`src/t3_e3_oh_pkg.sv`:
```
// Behaviour
// RULE1 - Overwrite framing bit where enable is active
// RULE2 - T3 sequence covers X, P, M, F, C
// RULE3 - G.751 sequence covers FAS, RAI, national bits
// RULE4 - G.832 sequence covers FA1..GC byte bits
// RULE5 - Transmit clock runs only in framing modes
// RULE6 - Sample data and enable on clock fall
// RULE7 - Update transmit mark on clock fall
// RULE8 - Outside logic acts on transmit clock rise
// RULE9 - Transmit mark flags first X/FAS/FA1 bit
// RULE10 - Transmit sequence starts at marked fall
// RULE11 - T3 receive outputs X, P, M, F, C
// RULE12 - M23 still presents C bits on receive
// RULE13 - E3 receive outputs all mode overhead bits
// RULE14 - Receive data and mark update on fall
// RULE15 - Outside logic samples receive on rise
// RULE16 - Every overhead pin separately invertible
// RULE17 - Overhead clocks tick only per overhead bit
// RULE18 - Receive mark flags first X/FAS/FA1 bit
// RULE19 - Receive sequence starts at marked fall
// RULE20 - Unenabled positions keep internal bit value
// RULE21 - Non-framing modes: inputs ignored, pins idle
package t3_e3_oh_pkg;

  // Port framing mode, anything unlisted behaves as unframed
  typedef enum logic [2:0] {
    MODE_UNFRAMED,
    MODE_T3_CBIT,
    MODE_T3_M23,
    MODE_E3_G751,
    MODE_E3_G832
  } frameMode_t;

  // One polarity select per overhead pin
  typedef struct packed {
    logic txData;
    logic txEnable;
    logic txClock;
    logic txMark;
    logic rxData;
    logic rxClock;
    logic rxMark;
  } ohInvert_t;

  // Transmit overhead position offered by the framer core
  typedef struct packed {
    logic first;
    logic cPos;
    logic internalBit;
  } txReq_t;

  // Receive line-side overhead strobe group
  typedef struct packed {
    logic first;
    logic cPos;
    logic pos;
    logic value;
  } rxLine_t;

  // Buffered receive overhead bit
  typedef struct packed {
    logic first;
    logic value;
  } ohBit_t;

  // Timing: each overhead clock phase lasts at least this long
  localparam int REF_PERIOD_NS = 20;
  localparam int OH_HALF_NS    = 100;
  localparam int OH_HALF_CYC   = (OH_HALF_NS + REF_PERIOD_NS - 1) / REF_PERIOD_NS;
  localparam int CNT_W         = 4;
  localparam logic [CNT_W-1:0] HALF_LAST = CNT_W'(OH_HALF_CYC - 1);

  // Receive buffer shape
  localparam int RX_FIFO_DEPTH = 32;
  localparam int RX_FIFO_WIDTH = $bits(ohBit_t);
  localparam int RX_SYNC_W     = $bits(rxLine_t) + 1;

endpackage

```
`src/t3_e3_overhead_port.sv`:
```
`timescale 1ns/100ps

module oh_bit_fifo #(
  parameter int WIDTH = 2,
  parameter int DEPTH = 32
) (
  // Clock and reset
  input  wire logic             clk,
  input  wire logic             rst_n,
  input  wire logic             flush,
  // Fill side
  input  wire logic             inValid,
  output logic                  inReady,
  input  wire logic [WIDTH-1:0] inData,
  // Drain side
  output logic                  outValid,
  input  wire logic             outReady,
  output logic [WIDTH-1:0]      outData
);
  localparam int AW = $clog2(DEPTH);

  logic [WIDTH-1:0] mem [DEPTH];
  logic [AW:0]      wrPtr_reg;
  logic [AW:0]      rdPtr_reg;
  logic             push;
  logic             pop;

  // Extra pointer bit tells full from empty; depth must be a power of two
  assign outValid = (wrPtr_reg != rdPtr_reg);
  assign inReady  = !((wrPtr_reg[AW] != rdPtr_reg[AW]) &&
                      (wrPtr_reg[AW-1:0] == rdPtr_reg[AW-1:0]));
  assign push     = inValid && inReady;
  assign pop      = outValid && outReady;
  assign outData  = mem[rdPtr_reg[AW-1:0]];

  // Storage, no reset needed on the data array
  always_ff @(posedge clk) begin
    if (push) begin
      mem[wrPtr_reg[AW-1:0]] <= inData;
    end
  end

  // Pointers
  always_ff @(posedge clk or negedge rst_n) begin
    if (!rst_n) begin
      wrPtr_reg <= '0;
      rdPtr_reg <= '0;
    end else if (flush) begin
      wrPtr_reg <= '0;
      rdPtr_reg <= '0;
    end else begin
      if (push) begin
        wrPtr_reg <= wrPtr_reg + 1'b1;
      end
      if (pop) begin
        rdPtr_reg <= rdPtr_reg + 1'b1;
      end
    end
  end
endmodule

module t3_e3_overhead_port
  import t3_e3_oh_pkg::*;
(
  // Clock and reset
  input  wire logic       ref_clk,
  input  wire logic       rst_n,
  // Configuration
  input  wire frameMode_t frameMode,
  input  wire ohInvert_t  pinInvert,
  // Transmit framer core side
  input  wire logic       txReqValid,
  output logic            txReqReady,
  input  wire txReq_t     txReq,
  output logic            txBitValid,
  output logic            txBitOut,
  // Transmit overhead pins
  input  wire logic       tx_overhead_data,
  input  wire logic       tx_overhead_overwrite_enable,
  output logic            tx_overhead_clock,
  output logic            tx_overhead_frame_mark,
  // Receive line side (line clock domain)
  input  wire logic       rxLineClock,
  input  wire rxLine_t    rxLine,
  output logic            rxLineReady,
  // Receive overhead pins
  output logic            rx_overhead_data,
  output logic            rx_overhead_clock,
  output logic            rx_overhead_frame_mark
);

  typedef enum logic [1:0] {PH_IDLE, PH_HIGH, PH_LOW} phase_t;

  logic             isFraming;
  logic             isT3;
  // Transmit state
  phase_t           txPhase_reg;
  logic [CNT_W-1:0] txCnt_reg;
  txReq_t           txHeld_reg;
  logic             txClkRaw_reg;
  logic             txMarkRaw_reg;
  logic [1:0]       txPinSync1_reg;
  logic [1:0]       txPinSync2_reg;
  logic             txDataIn;
  logic             txEnIn;
  logic             txOhBit;
  logic             txTake;
  logic             txFall;
  // Receive state
  logic [RX_SYNC_W-1:0] rxSync1_reg;
  logic [RX_SYNC_W-1:0] rxSync2_reg;
  logic                 rxClkPrev_reg;
  rxLine_t              rxLineS;
  logic                 rxRise;
  logic                 rxWant;
  logic                 rxWrValid;
  logic                 fifoInReady;
  logic                 fifoOutValid;
  ohBit_t               fifoOut;
  logic                 fifoPop;
  phase_t               rxPhase_reg;
  logic [CNT_W-1:0]     rxCnt_reg;
  logic                 rxClkRaw_reg;
  logic                 rxDataRaw_reg;
  logic                 rxMarkRaw_reg;
  logic                 rxFall;

  // Mode decode; unlisted codes fall to unframed
  assign isFraming = (frameMode == MODE_T3_CBIT) || (frameMode == MODE_T3_M23) ||
                     (frameMode == MODE_E3_G751) || (frameMode == MODE_E3_G832);
  assign isT3      = (frameMode == MODE_T3_CBIT) || (frameMode == MODE_T3_M23);

  // Pin inputs cross two flops before any logic sees them
  always_ff @(posedge ref_clk or negedge rst_n) begin
    if (!rst_n) begin
      txPinSync1_reg <= 2'h0;
      txPinSync2_reg <= 2'h0;
    end else begin
      txPinSync1_reg <= {tx_overhead_overwrite_enable, tx_overhead_data};
      txPinSync2_reg <= txPinSync1_reg;
    end
  end

  // Polarity undone after synchronisation
  assign txDataIn = txPinSync2_reg[0] ^ pinInvert.txData; // RULE16
  assign txEnIn   = txPinSync2_reg[1] ^ pinInvert.txEnable; // RULE16
  // Outside logic changes pins on our rise, a full phase before we sample
  assign txOhBit  = txEnIn ? txDataIn : txHeld_reg.internalBit; // RULE1 RULE20 RULE8

  // A position is taken only when the port is idle
  assign txTake = txReqValid && txReqReady;
  assign txFall = (txPhase_reg == PH_HIGH) && (txCnt_reg == HALF_LAST);

  // Transmit overhead clock sequencer: one clock cycle per overhead bit
  always_ff @(posedge ref_clk or negedge rst_n) begin
    if (!rst_n) begin
      txPhase_reg   <= PH_IDLE;
      txCnt_reg     <= '0;
      txHeld_reg    <= '0;
      txClkRaw_reg  <= 1'b0;
      txMarkRaw_reg <= 1'b0;
    end else if (!isFraming) begin
      txPhase_reg   <= PH_IDLE; // RULE21
      txCnt_reg     <= '0;
      txClkRaw_reg  <= 1'b0; // RULE5
      txMarkRaw_reg <= 1'b0;
    end else begin
      unique case (txPhase_reg)
        PH_IDLE: begin
          // C positions are overhead only in the T3 modes
          if (txTake && (!txReq.cPos || isT3)) begin // RULE2 RULE3 RULE4
            txHeld_reg   <= txReq;
            txPhase_reg  <= PH_HIGH;
            txCnt_reg    <= '0;
            txClkRaw_reg <= 1'b1; // RULE17
          end
        end
        PH_HIGH: begin
          if (txFall) begin
            txPhase_reg   <= PH_LOW;
            txCnt_reg     <= '0;
            txClkRaw_reg  <= 1'b0; // RULE6
            txMarkRaw_reg <= txHeld_reg.first; // RULE7 RULE9 RULE10
          end else begin
            txCnt_reg <= txCnt_reg + 1'b1;
          end
        end
        PH_LOW: begin
          // Low phase held so the outside sees a full-width clock
          if (txCnt_reg == HALF_LAST) begin
            txPhase_reg <= PH_IDLE;
          end else begin
            txCnt_reg <= txCnt_reg + 1'b1;
          end
        end
      endcase
    end
  end

  // Handshake and result back to the framer core
  always_ff @(posedge ref_clk or negedge rst_n) begin
    if (!rst_n) begin
      txReqReady <= 1'b0;
      txBitValid <= 1'b0;
      txBitOut   <= 1'b0;
    end else begin
      txReqReady <= (txPhase_reg == PH_IDLE) && !txTake && !txReqReady;
      txBitValid <= 1'b0;
      if (txFall && isFraming) begin
        txBitValid <= 1'b1;
        txBitOut   <= txOhBit; // RULE1
      end else if (txTake && (!isFraming || (txReq.cPos && !isT3))) begin
        // Not an overhead position here: internal value passes untouched
        txBitValid <= 1'b1;
        txBitOut   <= txReq.internalBit; // RULE20 RULE21
      end
    end
  end

  // Line-side strobes and clock synchronised as one group
  always_ff @(posedge ref_clk or negedge rst_n) begin
    if (!rst_n) begin
      rxSync1_reg   <= '0;
      rxSync2_reg   <= '0;
      rxClkPrev_reg <= 1'b0;
    end else begin
      rxSync1_reg   <= {rxLineClock, rxLine};
      rxSync2_reg   <= rxSync1_reg;
      rxClkPrev_reg <= rxSync2_reg[RX_SYNC_W-1];
    end
  end

  // Strobes are stable around the line clock rise, so sample there
  assign rxLineS   = rxSync2_reg[RX_SYNC_W-2:0];
  assign rxRise    = rxSync2_reg[RX_SYNC_W-1] && !rxClkPrev_reg;
  // M23 still hands C bits to the overhead port
  assign rxWant    = rxLineS.pos || (rxLineS.cPos && isT3); // RULE11 RULE12 RULE13
  assign rxWrValid = isFraming && rxRise && rxWant;

  // Buffer absorbs bursts between line rate and the slow overhead clock
  oh_bit_fifo #(
    .WIDTH (RX_FIFO_WIDTH),
    .DEPTH (RX_FIFO_DEPTH)
  ) u_rx_fifo (
    .clk      (ref_clk),
    .rst_n    (rst_n),
    .flush    (!isFraming),
    .inValid  (rxWrValid),
    .inReady  (fifoInReady),
    .inData   ({rxLineS.first, rxLineS.value}),
    .outValid (fifoOutValid),
    .outReady (fifoPop),
    .outData  (fifoOut)
  );

  // Pop at the start of each receive clock cycle
  assign fifoPop = isFraming && (rxPhase_reg == PH_IDLE) && fifoOutValid;
  assign rxFall  = (rxPhase_reg == PH_HIGH) && (rxCnt_reg == HALF_LAST);

  ohBit_t rxHeld_reg;

  // Receive overhead clock sequencer, stalls while the buffer is empty
  always_ff @(posedge ref_clk or negedge rst_n) begin
    if (!rst_n) begin
      rxPhase_reg   <= PH_IDLE;
      rxCnt_reg     <= '0;
      rxHeld_reg    <= '0;
      rxClkRaw_reg  <= 1'b0;
      rxDataRaw_reg <= 1'b0;
      rxMarkRaw_reg <= 1'b0;
    end else if (!isFraming) begin
      rxPhase_reg   <= PH_IDLE;
      rxCnt_reg     <= '0;
      rxClkRaw_reg  <= 1'b0; // RULE21
      rxDataRaw_reg <= 1'b0;
      rxMarkRaw_reg <= 1'b0;
    end else begin
      unique case (rxPhase_reg)
        PH_IDLE: begin
          if (fifoPop) begin
            rxHeld_reg   <= fifoOut;
            rxPhase_reg  <= PH_HIGH;
            rxCnt_reg    <= '0;
            rxClkRaw_reg <= 1'b1; // RULE17 RULE15
          end
        end
        PH_HIGH: begin
          if (rxFall) begin
            rxPhase_reg   <= PH_LOW;
            rxCnt_reg     <= '0;
            rxClkRaw_reg  <= 1'b0;
            rxDataRaw_reg <= rxHeld_reg.value; // RULE14
            rxMarkRaw_reg <= rxHeld_reg.first; // RULE18 RULE19
          end else begin
            rxCnt_reg <= rxCnt_reg + 1'b1;
          end
        end
        PH_LOW: begin
          if (rxCnt_reg == HALF_LAST) begin
            rxPhase_reg <= PH_IDLE;
          end else begin
            rxCnt_reg <= rxCnt_reg + 1'b1;
          end
        end
      endcase
    end
  end

  // Pin drivers with per-pin polarity; one cycle behind the raw state
  always_ff @(posedge ref_clk or negedge rst_n) begin
    if (!rst_n) begin
      tx_overhead_clock      <= 1'b0;
      tx_overhead_frame_mark <= 1'b0;
      rx_overhead_clock      <= 1'b0;
      rx_overhead_data       <= 1'b0;
      rx_overhead_frame_mark <= 1'b0;
      rxLineReady            <= 1'b0;
    end else begin
      tx_overhead_clock      <= txClkRaw_reg ^ pinInvert.txClock; // RULE16
      tx_overhead_frame_mark <= txMarkRaw_reg ^ pinInvert.txMark; // RULE16
      rx_overhead_clock      <= rxClkRaw_reg ^ pinInvert.rxClock; // RULE16
      rx_overhead_data       <= rxDataRaw_reg ^ pinInvert.rxData; // RULE16
      rx_overhead_frame_mark <= rxMarkRaw_reg ^ pinInvert.rxMark; // RULE16
      rxLineReady            <= fifoInReady && isFraming;
    end
  end

  // Checks
  a_tx_idle_off: assert property (@(posedge ref_clk) disable iff (!rst_n) // RULE21
    !isFraming |=> (!txClkRaw_reg && !rxClkRaw_reg && !txMarkRaw_reg))
    else $error("overhead clocks active outside framing mode");

  a_tx_fall_sample: assert property (@(posedge ref_clk) disable iff (!rst_n) // RULE6
    (txFall && isFraming) |=> (txBitValid && txBitOut == $past(txOhBit) && !txClkRaw_reg))
    else $error("transmit bit not taken at clock fall");

  a_tx_mark_fall: assert property (@(posedge ref_clk) disable iff (!rst_n) // RULE9
    (txFall && isFraming) |=> (txMarkRaw_reg == $past(txHeld_reg.first)))
    else $error("transmit mark not updated at clock fall");

  a_tx_keep_internal: assert property (@(posedge ref_clk) disable iff (!rst_n) // RULE20
    (txFall && isFraming && !txEnIn) |=> (txBitOut == $past(txHeld_reg.internalBit)))
    else $error("internal bit lost without overwrite enable");

  a_tx_clk_width: assert property (@(posedge ref_clk) disable iff (!rst_n) // RULE17
    ($rose(txClkRaw_reg) && isFraming) |-> txClkRaw_reg[*5])
    else $error("transmit clock high phase too short");

  a_rx_c_bits: assert property (@(posedge ref_clk) disable iff (!rst_n) // RULE12
    (rxRise && frameMode == MODE_T3_M23 && rxLineS.cPos) |-> rxWrValid)
    else $error("M23 C bit not forwarded");

  a_rx_fall_update: assert property (@(posedge ref_clk) disable iff (!rst_n) // RULE14
    (rxFall && isFraming) |=> (!rxClkRaw_reg && rxDataRaw_reg == $past(rxHeld_reg.value)
      && rxMarkRaw_reg == $past(rxHeld_reg.first)))
    else $error("receive outputs not updated at clock fall");

  a_rx_clk_width: assert property (@(posedge ref_clk) disable iff (!rst_n) // RULE17
    ($rose(rxClkRaw_reg) && isFraming) |-> ##1 rxClkRaw_reg[*4] ##1 !rxClkRaw_reg)
    else $error("receive clock high phase wrong width");

  a_pin_invert: assert property (@(posedge ref_clk) disable iff (!rst_n) // RULE16
    1'b1 |=> (rx_overhead_data == ($past(rxDataRaw_reg) ^ $past(pinInvert.rxData))))
    else $error("receive data polarity wrong");

endmodule

```
`config.mk`:
```
export PLATFORM = sky130hd
export DESIGN_NAME = t3_e3_overhead_port
export DESIGN_NICKNAME = d
export VERILOG_FILES = /design/src/t3_e3_oh_pkg.sv /design/src/t3_e3_overhead_port.sv
export SDC_FILE = /design/constraint.sdc
export NUM_CORES = 1
export LEC_CHECK = 0
export BUFFER_PORTS_ARGS = -buffer_cell sky130_fd_sc_hd__buf_2
export CORE_ASPECT_RATIO = 0.7
export CORE_MARGIN = 8
export CORE_UTILIZATION = 28
export CTS_CLUSTER_DIAMETER = 60
export CTS_CLUSTER_SIZE = 8
export DETAILED_ROUTE_END_ITERATION = 16
export HOLD_SLACK_MARGIN = 0.08
export PLACE_DENSITY_LB_ADDON = 0.2
export SYNTH_ARGS = -nofsm -noshare
export SYNTH_HDL_FRONTEND = slang
export SYNTH_SLANG_ARGS = --single-unit
```
`constraint.sdc`:
```
create_clock -name ref_clk -period 1.8 [get_ports ref_clk]
set_input_delay 0.09 -clock ref_clk [delete_from_list [all_inputs] [get_ports ref_clk]]
set_output_delay 0.09 -clock ref_clk [all_outputs]
set_load 0.02 [all_outputs]
```
==> impl_metrics.tcl <==
set metrics [dict create \
    grt_pass1_vias 3938 \
    slew_violations 0 \
    n_antenna_cell 0 \
    synth_common_cells "edfxtp_1, dfrtp_1, nor2_1" \
    die_width_um 185 \
    reg2reg_depth 7 \
    synth_area_leaders "edfxtp_1, dfrtp_1, mux2i_1" \
    grt_pass1_wl_um 21100 \
    portBuffers 31 \
    timing.final.crit_share_pct 103 \
    cts_buffer_depth 2 \
    worstPathArrival_ns 2.22 \
    syn_inst 447 \
    grt.total_usage_pct 11.0 \
    syn-cell-area_um2 5580 \
    fmax_mhz 537 \
    die_height_um 134 \
    cp-start-kind "register" \
    drive_gt1_share_pct 33.5 \
    initialDrtViolationCount 216 \
    fin_skew_ns 0.0110 \
    fin_ws_ns -0.0611 \
    vias 3760 \
    synth_area_leader_cell "edfxtp_1" \
    critical_path_class "register to register" \
    core_area_um2 19700 \
    ys_ff_latch 121 \
    synth-warning-count 0 \
    clkTransAtPathRegs_ns 0.06 \
    synthesis.nets 487 \
    tightest_slew_ns 0.457 \
    maxCapViolCount 0 \
    min_period_ns 1.86 \
    numCtsBuffers 17 \
    ys.flop_type "edfxtp_1" \
    syn_to_final_growth_pct 33.3 \
    root_buffer "clkbuf_16" \
    drc 0 \
    cp-end-kind "register" \
    cts_tree "done" \
    p_leak_nw 2.77 \
    clk_latency_ns 0.42 \
    power_density_nw_per_um2 1160 \
    pre_cts_ws_ns -0.0962 \
    slew_headroom_pct 69.5 \
    largest_register_ffs 64 \
    utilization_pct 37.8 \
    whs_path_depth 4 \
    rsz0062_at_grt "yes" \
    via_per_inst 4.57 \
    routedWlPerCell_um 16.0 \
    synth.most_common_cell "edfxtp_1" \
    row_count 43 \
    synth_top_area_share_pct 34.4 \
    seq_area_frac_synth_pct 60.0 \
    hp-class "input pin to register" \
    synth_edf_count 64 \
    ios 32 \
    final_nets 579 \
    cp_max_fo 8 \
    overflow 0 \
    setup_violations 37 \
    antenna_found_initial 0 \
    hpwlAfterDp_um 8950 \
    violations "setup timing" \
    drt_pre_antenna_iters 5 \
    cts.sinks 121 \
    wl_um 13100 \
    place.gp.congestion 0.800 \
    ant_nets 0 \
    ys_types 66 \
    grt_max_degree 40 \
    outcome "finished with violations" \
    finalHoldViolations 0 \
    cp.required_ns 2.16 \
    ir_drop_uv 577 \
    async_reset_ff_share_pct 47.1 \
    cts_max_level 4 \
    dieArea_um2 24800 \
    start_util_pct 28.3 \
    avgSynthCellArea_um2 12.5 \
]
==> worst max-delay path, stage by stage, from the launching register on <==
cell	delay [ns]
dfrtp_4	0.57
buf_8	0.19
mux2i_2	0.15
a22oi_1	0.23
a21oi_1	0.11
nor4_1	0.28
buf_4	0.15
mux2_4	0.12
==> routing by layer <==
metal  global-route usage, %  routed length [um]  vias to the layer above
met5                       0                   0                        -
met4                    4.12                 137                        0
met3                    3.35                 531                       10
met2                    15.5                5540                       62
met1                    15.7                6920                     1867
li1                        -                   -                     1821
==> timing repair <==
action	4_1_cts	5_1_grt
cloned	0	2
hold buffers	15	0
resized for setup	14	52
hold endpoints to repair	72	0
pin swaps	3	20
setup endpoints to repair	69	77
setup buffers	2	2
==> placed cells by master (no fill, tap or decap), types with 4 or more instances in the layout <==
master	n
inv_6	5
inv_1	12
dfrtp_1	55
edfxtp_1	64
and3_1	4
nor2_1	42
xnor2_1	6
o21ai_0	5
buf_2	31
clkbuf_16	20
a22oi_1	9
inv_4	4
xnor2_2	5
ha_1	14
nand2_1	23
xor2_1	7
nand3_4	4
a22oi_2	8
a21oi_1	9
nor2_2	6
nand3_1	15
mux2i_1	34
nor2_4	4
inv_2	4
nand3b_1	5
o31ai_1	4
a21oi_2	7
buf_4	40
dlygate4sd3_1	15
mux2i_2	6
nand2b_1	5
==> final timing paths <==
kind | start | end | slack (ns)
max | u_rx_fifo.rdPtr_reg[1]$_DFFE_PN0P_ | rxHeld_reg[0]$_DFFE_PN0P_ | -0.06
min | pinInvert[5] | txBitOut$_DFFE_PN0P_ | 0.13
max reg2reg | u_rx_fifo.rdPtr_reg[1]$_DFFE_PN0P_ | rxHeld_reg[0]$_DFFE_PN0P_ | -0.06
min reg2reg | rxSync1_reg[4]$_DFF_PN0_ | rxSync2_reg[4]$_DFF_PN0_ | 0.35
max in group asynchronous | rst_n | u_rx_fifo.rdPtr_reg[1]$_DFFE_PN0P_ | 1.04
min in group asynchronous | rst_n | rxSync1_reg[3]$_DFF_PN0_ | 0.16
==> power breakdown <==
group	internal (mW)	switching, mW
Clock	2.05	1.34
Sequential	3.11	0.169
Combinational	0.924	1.04
Total	6.09	2.55
==> cells by family after synthesis <==
family                   after synthesis  share of synthesized area, %
flip-flops                           121                          60.0
AND/OR/NAND/NOR                      135                          12.4
buffers and inverters                 37                          2.87
XOR/XNOR                              20                          3.41
multiplexers                          44                          7.98
AO/OA/AOI/OAI                         73                          9.59
adder cells (fa/ha/maj)               17                          3.81
==> per-stage QoR <==
stage | setup TNS, ns | std cells | total power [mW] | instance area [um^2] | hold WS [ns]
final | -0.592 | 822 | 8.64 | 7440 | 0.127
after global routing | -6.46 | 822 | 9.07 | 7440 | 0.146
after CTS | -0.0510 | 819 | 8.51 | 7180 | 0.118
after detailed placement | -1.91 | 770 | 5.00 | 6350 | 0.0670
after global placement | -0.935 | 770 | 4.98 | 6350 | 0.0645
after floorplan | 0 | 447 | 4.38 | 5600 | -0.206
==> cell type report <==
type	instances	area, um^2
clock buffer	19	464
clock inverter	13	129
tap	270	338
fill	1913	12200
timing repair buffer	93	742
inverter	17	66.3
multi-input combinational	289	2350
sequential	121	3350
(Power assumes the default switching activity.)
